`config.mk`:
```
export PLATFORM = sky130hd
export DESIGN_NAME = fcd_decoder
export DESIGN_NICKNAME = d
export VERILOG_FILES = /design/src/pkg/fcd_pkg.sv /design/src/rtl/fcd_decoder.sv
export SDC_FILE = /design/constraint.sdc
export NUM_CORES = 1
export LEC_CHECK = 0
export ABC_AREA = 1
export BUFFER_PORTS_ARGS = -buffer_cell sky130_fd_sc_hd__buf_2
export CORE_ASPECT_RATIO = 0.75
export CORE_MARGIN = 2
export CORE_UTILIZATION = 30
export CTS_CLUSTER_DIAMETER = 200
export DETAILED_ROUTE_END_ITERATION = 7
export GPL_ROUTABILITY_DRIVEN = 0
export PLACE_DENSITY_LB_ADDON = 0.3
export SYNTH_ARGS = -nofsm -noshare
export SYNTH_HDL_FRONTEND = slang
export SYNTH_SLANG_ARGS = --single-unit
```
`constraint.sdc`:
```
create_clock -name ref_clk_i -period 1.89 [get_ports ref_clk_i]
set_input_delay 0.0945 -clock ref_clk_i [delete_from_list [all_inputs] [get_ports ref_clk_i]]
set_output_delay 0.0945 -clock ref_clk_i [all_outputs]
set_load 0.05 [all_outputs]
```
`src/pkg/fcd_pkg.sv`:
```
// Package: constants and types of the flash command decoder
`default_nettype none
package fcd_pkg;
    localparam int AW = 23;
    localparam int DW = 16;
    localparam int PLANES = 32;
    localparam int PLANE_LSB = 18;
    localparam int OTP_HI_LSB = 9;
    // Command codes, low data byte
    localparam logic [7:0] CMD_READ = 8'hFF;
    localparam logic [7:0] CMD_ERASE_CHIP = 8'h21;
    localparam logic [7:0] CMD_ERASE_PLANE = 8'h22;
    localparam logic [7:0] CMD_ERASE_SECTOR = 8'h20;
    localparam logic [7:0] CMD_CONFIRM = 8'hD0;
    localparam logic [7:0] CMD_PROG_A = 8'h40;
    localparam logic [7:0] CMD_PROG_B = 8'h10;
    localparam logic [7:0] CMD_PROG_DUAL = 8'hE0;
    localparam logic [7:0] CMD_SUSPEND = 8'hB0;
    localparam logic [7:0] CMD_ID_ENTRY = 8'h90;
    localparam logic [7:0] CMD_LOCK_SETUP = 8'h60;
    localparam logic [7:0] CMD_SOFT_LOCK = 8'h01;
    localparam logic [7:0] CMD_HARD_LOCK = 8'h2F;
    localparam logic [7:0] CMD_CFG_CONFIRM = 8'h03;
    localparam logic [7:0] CMD_STATUS = 8'h70;
    localparam logic [7:0] CMD_CLR_STATUS = 8'h50;
    localparam logic [7:0] CMD_OTP_SETUP = 8'hC0;
    localparam logic [7:0] CMD_QUERY = 8'h98;
    // Identification and protection offsets
    localparam logic [7:0] OFS_MFR = 8'h00;
    localparam logic [7:0] OFS_DEV = 8'h01;
    localparam logic [7:0] OFS_BURST_CFG = 8'h05;
    localparam logic [7:0] OFS_PR0_LOCK = 8'h80;
    localparam logic [7:0] OFS_PR_LOCK = 8'h89;
    localparam logic [8:0] OTP_FIRST = 9'h081;
    localparam logic [8:0] OTP_LAST = 9'h109;
    localparam logic [15:0] PR0_LOCK_DATA = 16'hFFFD;
    localparam int PR0_LOCK_BIT = 1;
    // Status bit positions
    localparam int SR_READY = 7;
    localparam int SR_ERASE_SUSP = 6;
    localparam int SR_ERASE_ERR = 5;
    localparam int SR_PROG_ERR = 4;
    localparam int SR_VPP_ERR = 3;
    localparam int SR_PROG_SUSP = 2;
    localparam int SR_LOCK_ERR = 1;
    // Reset values
    localparam logic [15:0] BURST_CFG_RST = 16'hB7CF;
    localparam logic [15:0] LOCK_MAP_RST = 16'hFFFF;

    typedef enum logic [3:0] {
        OP_NONE, OP_ERASE_CHIP, OP_ERASE_PLANE, OP_ERASE_SECTOR,
        OP_PROG_WORD, OP_PROG_DUAL, OP_SUSPEND, OP_RESUME,
        OP_SOFT_LOCK, OP_HARD_LOCK, OP_UNLOCK, OP_OTP_PROG
    } fcd_op_e;

    typedef enum logic [1:0] {
        MODE_ARRAY, MODE_STATUS, MODE_ID, MODE_QUERY
    } fcd_mode_e;

    typedef struct packed {
        logic          valid;
        fcd_op_e       op;
        logic [AW-1:0] addr;
        logic [DW-1:0] data0;
        logic [DW-1:0] data1;
    } fcd_cmd_s;

    typedef struct packed {
        logic       wsm_ready;
        logic       erase_susp;
        logic       prog_susp;
        logic       erase_fail;
        logic       prog_fail;
        logic       lock_fail;
        logic       vpp_low;
        logic       vpp_12v;
    } fcd_wsm_s;
endpackage
`default_nettype wire

```
`src/rtl/fcd_decoder.sv`:
```
// Command decoder of a parallel NOR flash behind an Avalon-MM slave
//
// Summary of operation
// - Command code from data low byte only
// - ID read offsets compare bits 7:0 only; OTP writes also need bits 22:9 zero
// - Plane taken from address bits 22:18
// - Any word in sector identifies the sector
// - Erase: 21/22/20 then D0
// - Word program: 40 or 10, then data
// - Dual program: E0, two words, 12V only
// - B0 suspends, D0 at plane resumes
// - ID mode: offset 0 maker, 1 device
// - Sector lock: 60 then 01/2F/D0
// - 70 puts plane in status read mode
// - 50 clears status error flags
// - OTP program: C0 then address and data
// - C0 then FFFD at 80 locks user half
// - Zero bits at 89 lock user registers
// - ID read at 80 gives lock in D1
// - ID read at 89 gives 16-bit lock map
// - Burst config: 60 then 03, value on address
// - ID read at offset 005 gives burst config
// - 98 anywhere enters query read mode
// - OTP words span 81 to 109
// - OTP program outside its space is an error
// - Error flags cleared only by 50 or reset
// - FF returns the plane to array read
`default_nettype none
module fcd_decoder #(
    parameter logic [15:0] MFR_CODE = 16'h00A5, // Arbitrary value
    parameter logic [15:0] DEV_CODE = 16'h005A  // Arbitrary value
) (
    // Clock and reset
    input  wire logic                    ref_clk_i,
    input  wire logic                    rst_n_i,
    // Avalon-MM slave, the flash command bus
    input  wire logic [fcd_pkg::AW-1:0]  avs_address_i,
    input  wire logic                    avs_read_i,
    input  wire logic                    avs_write_i,
    input  wire logic [fcd_pkg::DW-1:0]  avs_writedata_i,
    output logic      [fcd_pkg::DW-1:0]  avs_readdata_o,
    output logic                         avs_waitrequest_o,
    // Array and query data, write state machine
    input  wire logic [fcd_pkg::DW-1:0]  array_rdata_i,
    input  wire logic [fcd_pkg::DW-1:0]  query_rdata_i,
    input  wire fcd_pkg::fcd_wsm_s       wsm_i,
    // Decoded operations and configuration
    output fcd_pkg::fcd_cmd_s            cmd_o,
    output logic      [fcd_pkg::DW-1:0]  burst_cfg_o
);
    typedef enum logic [2:0] {
        ST_IDLE, ST_ERASE_CONF, ST_PROG_DATA, ST_DUAL_D0,
        ST_DUAL_D1, ST_LOCK_CONF, ST_OTP_DATA
    } fcd_state_e;

    fcd_state_e             state_q, state_d;
    fcd_pkg::fcd_cmd_s      cmd_q, cmd_d;
    fcd_pkg::fcd_op_e       pend_op_q, pend_op_d;
    logic [fcd_pkg::AW-1:0] pend_addr_q, pend_addr_d;
    logic [fcd_pkg::DW-1:0] pend_data_q, pend_data_d;
    fcd_pkg::fcd_mode_e     mode_q [fcd_pkg::PLANES];
    logic                   wait_q;
    logic [fcd_pkg::DW-1:0] rdata_q;
    logic [fcd_pkg::DW-1:0] cfg_q;
    logic [fcd_pkg::DW-1:0] lock_map_q;
    logic                   pr0_lock_q;
    logic                   sr_erase_q, sr_prog_q, sr_vpp_q, sr_lock_q;
    logic                   seq_err, vpp_err, otp_err;
    logic                   cfg_we, pr0_we, map_we;
    logic [7:0]             status_w;

    logic                   acc, wr, rd, idle_wr, clr, otp_hi_zero;
    logic [7:0]             code, low;
    logic [4:0]             plane;
    logic [8:0]             otp_ofs;

    assign acc = (avs_read_i | avs_write_i) & wait_q;
    assign wr = acc & avs_write_i;
    assign rd = acc & avs_read_i;
    assign code = avs_writedata_i[7:0];
    assign low = avs_address_i[7:0];
    assign plane = avs_address_i[fcd_pkg::AW-1:fcd_pkg::PLANE_LSB];
    assign otp_ofs = avs_address_i[8:0];
    assign otp_hi_zero =
        avs_address_i[fcd_pkg::AW-1:fcd_pkg::OTP_HI_LSB] == '0;
    assign idle_wr = wr & (state_q == ST_IDLE);
    assign clr = idle_wr & (code == fcd_pkg::CMD_CLR_STATUS);

    // Issue helper keeps every decoded operation on one path
    function automatic fcd_pkg::fcd_cmd_s mk(
        input fcd_pkg::fcd_op_e       op,
        input logic [fcd_pkg::AW-1:0] a,
        input logic [fcd_pkg::DW-1:0] d0,
        input logic [fcd_pkg::DW-1:0] d1);
        fcd_pkg::fcd_cmd_s c;
        c.valid = 1'b1;
        c.op = op;
        c.addr = a;
        c.data0 = d0;
        c.data1 = d1;
        return c;
    endfunction

    always_comb begin
        state_d = state_q;
        cmd_d = cmd_q;
        cmd_d.valid = 1'b0;
        pend_op_d = pend_op_q;
        pend_addr_d = pend_addr_q;
        pend_data_d = pend_data_q;
        seq_err = 1'b0;
        vpp_err = 1'b0;
        otp_err = 1'b0;
        cfg_we = 1'b0;
        pr0_we = 1'b0;
        map_we = 1'b0;
        if (wr) begin
            unique case (state_q)
                ST_IDLE: begin
                    pend_addr_d = avs_address_i;
                    case (code)
                        fcd_pkg::CMD_ERASE_CHIP: begin
                            pend_op_d = fcd_pkg::OP_ERASE_CHIP;
                            state_d = ST_ERASE_CONF;
                        end
                        fcd_pkg::CMD_ERASE_PLANE: begin
                            pend_op_d = fcd_pkg::OP_ERASE_PLANE;
                            state_d = ST_ERASE_CONF;
                        end
                        fcd_pkg::CMD_ERASE_SECTOR: begin
                            pend_op_d = fcd_pkg::OP_ERASE_SECTOR;
                            state_d = ST_ERASE_CONF;
                        end
                        fcd_pkg::CMD_PROG_A,
                        fcd_pkg::CMD_PROG_B: state_d = ST_PROG_DATA;
                        fcd_pkg::CMD_PROG_DUAL: state_d = ST_DUAL_D0;
                        fcd_pkg::CMD_SUSPEND:
                            cmd_d = mk(fcd_pkg::OP_SUSPEND,
                                       avs_address_i, '0, '0);
                        fcd_pkg::CMD_CONFIRM:
                            cmd_d = mk(fcd_pkg::OP_RESUME,
                                       avs_address_i, '0, '0);
                        fcd_pkg::CMD_LOCK_SETUP: state_d = ST_LOCK_CONF;
                        fcd_pkg::CMD_OTP_SETUP: state_d = ST_OTP_DATA;
                        default: state_d = ST_IDLE;
                    endcase
                end
                ST_ERASE_CONF: begin
                    state_d = ST_IDLE;
                    // Sector held from the first cycle, any word in it
                    if (code == fcd_pkg::CMD_CONFIRM)
                        cmd_d = mk(pend_op_q, pend_addr_q, '0, '0);
                    else
                        seq_err = 1'b1;
                end
                ST_PROG_DATA: begin
                    state_d = ST_IDLE;
                    cmd_d = mk(fcd_pkg::OP_PROG_WORD, avs_address_i,
                               avs_writedata_i, '0);
                end
                ST_DUAL_D0: begin
                    state_d = ST_DUAL_D1;
                    pend_addr_d = avs_address_i;
                    pend_data_d = avs_writedata_i;
                end
                ST_DUAL_D1: begin
                    state_d = ST_IDLE;
                    if (!wsm_i.vpp_12v)
                        vpp_err = 1'b1;
                    else if (avs_address_i[fcd_pkg::AW-1:1] !=
                                 pend_addr_q[fcd_pkg::AW-1:1] ||
                             avs_address_i[0] == pend_addr_q[0])
                        seq_err = 1'b1;
                    else
                        cmd_d = mk(fcd_pkg::OP_PROG_DUAL, pend_addr_q,
                                   pend_data_q, avs_writedata_i);
                end
                ST_LOCK_CONF: begin
                    state_d = ST_IDLE;
                    case (code)
                        fcd_pkg::CMD_SOFT_LOCK:
                            cmd_d = mk(fcd_pkg::OP_SOFT_LOCK,
                                       pend_addr_q, '0, '0);
                        fcd_pkg::CMD_HARD_LOCK:
                            cmd_d = mk(fcd_pkg::OP_HARD_LOCK,
                                       pend_addr_q, '0, '0);
                        fcd_pkg::CMD_CONFIRM:
                            cmd_d = mk(fcd_pkg::OP_UNLOCK,
                                       pend_addr_q, '0, '0);
                        fcd_pkg::CMD_CFG_CONFIRM: cfg_we = 1'b1;
                        default: seq_err = 1'b1;
                    endcase
                end
                ST_OTP_DATA: begin
                    state_d = ST_IDLE;
                    if (otp_hi_zero && low == fcd_pkg::OFS_PR0_LOCK &&
                        avs_writedata_i == fcd_pkg::PR0_LOCK_DATA)
                        pr0_we = 1'b1;
                    else if (otp_hi_zero && low == fcd_pkg::OFS_PR_LOCK)
                        map_we = 1'b1;
                    else if (otp_hi_zero &&
                             otp_ofs >= fcd_pkg::OTP_FIRST &&
                             otp_ofs <= fcd_pkg::OTP_LAST)
                        cmd_d = mk(fcd_pkg::OP_OTP_PROG, avs_address_i,
                                   avs_writedata_i, '0);
                    else
                        otp_err = 1'b1;
                end
                default: state_d = ST_IDLE;
            endcase
        end
    end

    always_ff @(posedge ref_clk_i) begin
        if (!rst_n_i) begin
            state_q <= ST_IDLE;
            cmd_q <= '0;
            pend_op_q <= fcd_pkg::OP_NONE;
            pend_addr_q <= '0;
            pend_data_q <= '0;
        end else begin
            state_q <= state_d;
            cmd_q <= cmd_d;
            pend_op_q <= pend_op_d;
            pend_addr_q <= pend_addr_d;
            pend_data_q <= pend_data_d;
        end
    end

    // Sticky errors; a set in the clearing cycle still lands
    always_ff @(posedge ref_clk_i) begin
        if (!rst_n_i) begin
            sr_erase_q <= 1'b0;
            sr_prog_q <= 1'b0;
            sr_vpp_q <= 1'b0;
            sr_lock_q <= 1'b0;
        end else begin
            sr_erase_q <= (sr_erase_q & ~clr) | wsm_i.erase_fail
                          | seq_err;
            sr_prog_q <= (sr_prog_q & ~clr) | wsm_i.prog_fail
                         | seq_err | otp_err;
            sr_vpp_q <= (sr_vpp_q & ~clr) | wsm_i.vpp_low
                        | vpp_err;
            sr_lock_q <= (sr_lock_q & ~clr) | wsm_i.lock_fail;
        end
    end

    always_comb begin
        status_w = '0;
        status_w[fcd_pkg::SR_READY] = wsm_i.wsm_ready;
        status_w[fcd_pkg::SR_ERASE_SUSP] = wsm_i.erase_susp;
        status_w[fcd_pkg::SR_ERASE_ERR] = sr_erase_q;
        status_w[fcd_pkg::SR_PROG_ERR] = sr_prog_q;
        status_w[fcd_pkg::SR_VPP_ERR] = sr_vpp_q;
        status_w[fcd_pkg::SR_PROG_SUSP] = wsm_i.prog_susp;
        status_w[fcd_pkg::SR_LOCK_ERR] = sr_lock_q;
    end

    // Per-plane read modes
    always_ff @(posedge ref_clk_i) begin
        if (!rst_n_i) begin
            for (int i = 0; i < fcd_pkg::PLANES; i++)
                mode_q[i] <= fcd_pkg::MODE_ARRAY;
        end else if (idle_wr) begin
            case (code)
                fcd_pkg::CMD_READ:
                    mode_q[plane] <= fcd_pkg::MODE_ARRAY;
                fcd_pkg::CMD_STATUS:
                    mode_q[plane] <= fcd_pkg::MODE_STATUS;
                fcd_pkg::CMD_ID_ENTRY:
                    mode_q[plane] <= fcd_pkg::MODE_ID;
                fcd_pkg::CMD_QUERY:
                    for (int i = 0; i < fcd_pkg::PLANES; i++)
                        mode_q[i] <= fcd_pkg::MODE_QUERY;
                default: ;
            endcase
        end
    end

    // Lock bits only ever go to zero until reset
    always_ff @(posedge ref_clk_i) begin
        if (!rst_n_i) begin
            pr0_lock_q <= 1'b1;
            lock_map_q <= fcd_pkg::LOCK_MAP_RST;
            cfg_q <= fcd_pkg::BURST_CFG_RST;
        end else begin
            if (pr0_we)
                pr0_lock_q <= 1'b0;
            if (map_we)
                lock_map_q <= lock_map_q & avs_writedata_i;
            if (cfg_we)
                cfg_q <= avs_address_i[15:0];
        end
    end

    // One wait cycle per transfer, answer at the next edge
    always_ff @(posedge ref_clk_i) begin
        if (!rst_n_i) begin
            wait_q <= 1'b1;
            rdata_q <= '0;
        end else begin
            wait_q <= ~acc;
            if (rd) begin
                unique case (mode_q[plane])
                    fcd_pkg::MODE_ARRAY: rdata_q <= array_rdata_i;
                    fcd_pkg::MODE_STATUS:
                        rdata_q <= {8'h00, status_w};
                    fcd_pkg::MODE_QUERY: rdata_q <= query_rdata_i;
                    fcd_pkg::MODE_ID: begin
                        case (low)
                            fcd_pkg::OFS_MFR: rdata_q <= MFR_CODE;
                            fcd_pkg::OFS_DEV: rdata_q <= DEV_CODE;
                            fcd_pkg::OFS_BURST_CFG:
                                rdata_q <= cfg_q;
                            fcd_pkg::OFS_PR0_LOCK: begin
                                rdata_q <= '0;
                                rdata_q[fcd_pkg::PR0_LOCK_BIT] <=
                                    pr0_lock_q;
                            end
                            fcd_pkg::OFS_PR_LOCK:
                                rdata_q <= lock_map_q;
                            default: rdata_q <= '0;
                        endcase
                    end
                endcase
            end
        end
    end

    assign avs_waitrequest_o = wait_q;
    assign avs_readdata_o = rdata_q;
    assign cmd_o = cmd_q;
    assign burst_cfg_o = cfg_q;
endmodule
`default_nettype wire

```
==> run metrics <==
Distinct cells, synth 44; Synthesis Warnings 0; Internal between 8 and 9 mW; CTS tree yes; commonest non-fill, non-tap cell in the layout nand2_1; largest net degree at the start of global routing 57; design area about 17000 µm²; Setup crit end kind flop; Die Wd 230 µm; Cells after Synth 1659; drt total wl between 40000 and 50000 µm; hold slack approximately 0.028 ns; worst hold-check path type primary input to flop; Synth Area per Inst slightly below 7 µm²; Switching Share between 20 and 30%; area grow syn2layout 48.5%; Rows between 60 and 70; Final Critical Period slightly below 2 ns; crit-path max FO 8; maximum VDD drop 607 µV; crit-path max cell delay between 0.3 and 0.4 ns; first-pass GRT wire length 62200 µm; worst hold path stage count 4; final worst setup slack -0.0662 ns; Hold Path Sink pend_addr_q[1]$_SDFFE_PN0P_; max-slew violations 0; Worst Setup Path Type flop to flop; DP Area 13900 µm²; total CTS buffers 25; #FFs+latches synth about 220; initial antenna violation count 0; slowest library cell on the worst path dfxtp_1; startpoint types flop; number of global-route vias before repair 11613; CTS Buffer Depth 3; clock slew seen by the registers of the worst setup and hold paths 0.06 ns; Total Die Area around 40000 µm²; drt wl/cell around 16 µm; setup tns final -2.13 ns; H-Tree Depth 1; Seq pwr share 41.8%; Reg-to-Reg End cmd_o[10]$_SDFFE_PN0P_; initial core utilization a little under a third; hold wc startpoint avs_address_i[1]; clock power share between 30 and 40%; Lkg Pwr 7.68 nW; number of inserted diodes 0; crit-path cells xor2_1, nor2_1, nand2_1, nor2_1, nand3_2, nand2_2, nand3_4, buf_6, nor2_4, buf_6, nand2_1, a21oi_1; Seq/Total Area, Yosys 44.3%; actual slew at the worst max-slew pin approximately 0.8 ns; Final Hold Fails 0; CP Data Arrival Time 2.42 ns; overall routing resource usage between 10% and 20%; commonest non-fill, non-tap cells in the layout 548 x nand2_1, 172 x buf_2, 152 x buf_4; Comb pwr share approximately a fifth; area leader, netlist dfxtp_1; status finished, violations left; Req. time, crit path 2.35 ns; Reg-to-Reg Start pend_addr_q[21]$_SDFFE_PN0P_; core area approximately 38000 µm²; Slew Limit Headroom about half; Netlist Area Pre-Place ~11000 µm²; clock sink count approximately 220; Switch Pwr around 3.5 mW; final net count roughly 2100; Final Cycle Share 104%; top cell type's share of synthesized area 27.5%; pwr dens 722 nW/µm²; DRT Pass-1 Iters 5; GRT overflow 0; top post-synthesis cells by area dfxtp_1 28%, nand2_1 21%, edfxtp_1 17%, o21ai_0 4.8%, nor2_1 4.7%; setup violators final 59; clk_skew between 0.01 and 0.015 ns; max cap viols 0; Final ANT Viol Nets 0; share of layout cells above drive strength 1 33.7%; Initial DRC Count 1143; Synth Net Count around 1700; worst-case reg-to-reg path depth 12; setup slack, reg-to-reg -0.07 ns; IO Pins roughly 180; Die Y about 170 µm; CTS root buf clkbuf_16; port buffer count 175; clk_lat worst skew about 0.55 ns; RSZ-0062 raised after global routing true; failing checks negative setup slack; Max Clock Freq 511 MHz; Via density around 5; Vias roughly 13000; post-DP HPWL 27600 µm; drt drc 0
-- routing by layer --
metal	global-route usage (%)	part of all wire (%)
met5	0	0
met3	3.11	6.6
met2	28.5	42
met4	5.91	3.1
met1	28.7	48
-- final cells by class --
| class | instances | area [µm²] |
|---|---|---|
| fill | 3809 | 21000 |
| multi-input combinational | 1231 | 6340 |
| sequential | 222 | 5110 |
| timing repair buffer | 449 | 3650 |
| clock buffer | 40 | 774 |
| tap | 512 | 641 |
| inverter | 119 | 485 |
| clock inverter | 5 | 36.3 |
| timing repair inverter | 1 | 7.51 |
-- per-stage QoR --
step / utilization (%) / setup slack [ns] / std cells / power [mW]
after floorplan: - / 0.0212 / 1659 / 6.27
after global routing: 44.9 / -0.164 / 2579 / 12.8
after global placement: 36.7 / -0.0922 / 2417 / 6.97
after CTS: 41.6 / -0.0372 / 2552 / 12.0
final: 44.9 / -0.0662 / 2579 / 12.3
after detailed placement: 36.7 / -0.100 / 2417 / 6.99
-- how the worst max path moves through the flow --
stage                                      start                       to  slack (ns)
floorplan                state_q[2]$_SDFFE_PN0P_  mode_q[18][0]$_DFFE_PP_        0.02
global placement                avs_address_i[1]   cmd_o[16]$_SDFFE_PN0P_       -0.09
detailed placement  pend_addr_q[17]$_SDFFE_PN0P_   cmd_o[20]$_SDFFE_PN0P_       -0.10
CTS                 pend_addr_q[16]$_SDFFE_PN0P_    cmd_o[7]$_SDFFE_PN0P_       -0.04
global route        pend_addr_q[12]$_SDFFE_PN0P_    cmd_o[9]$_SDFFE_PN0P_       -0.16
finish              pend_addr_q[21]$_SDFFE_PN0P_   cmd_o[10]$_SDFFE_PN0P_       -0.07
-- timing repair --
item,4_1_cts,5_1_grt
cloned,3,13
hold buffers,81,0
pin swaps,8,75
resized for setup,35,252
setup buffers,6,18
endpoints found under the setup margin,151,207
hold endpoints to repair,108,0
-- power groups by stage --
stage               registers [mW]  clock network, mW  logic, mW
finish                        5.15               4.84       2.32
global route                  5.16               5.13       2.50
CTS                           5.15               4.90       1.95
detailed placement            5.24                  0       1.74
global placement              5.24                  0       1.73
floorplan                     5.37                  0      0.901
-- flip-flops by register name, summed over array words and instances, names as in the netlist --
signal and flops:
sr_prog_q 1, state_q 3, pend_op_q 2, sr_vpp_q 1
cmd_o 60, avs_waitrequest_o 1, pend_data_q 16, avs_readdata_o 16
burst_cfg_o 16, sr_lock_q 1, mode_q 64, pr0_lock_q 1
lock_map_q 16, sr_erase_q 1, pend_addr_q 23
-- cell families (layout without fill, tap and decap cells) --
family                    Yosys count  count (layout)  synth area share (%)
AOI/OAI and AO/OA                 256             256                  12.1
and+or+nand+nor                   958             959                  34.7
xor gates and xnor gates           16              16                  1.22
buffers and inverters             207             614                  7.72
DFF                               222             222                  44.3
-- cells in the mapped netlist, drive strengths merged --
library cell,number
a211oi,2
a21oi,100
a22o,2
a31oi,1
buf,41
clkbuf,47
clkinv,2
dfxtp,158
edfxtp,64
inv,117
nand2,661
nand3,77
nand3b,3
nand4,6
nor2,157
nor2b,1
nor3,49
nor4,4
o211ai,13
o21a,1
o21ai,131
o21bai,2
o221a,1
o22ai,2
o311ai,1
xnor2,4
xor2,12
-- critical path: cells and delay by family (launching register included) --
family	cells	cell delay [ns]
buf+inv	2	0.32
flops	1	0.33
simple gates	8	0.92
xor+xnor	1	0.18
compound gates	1	0.12
No activity file was read; power rests on OpenSTA's default activity.
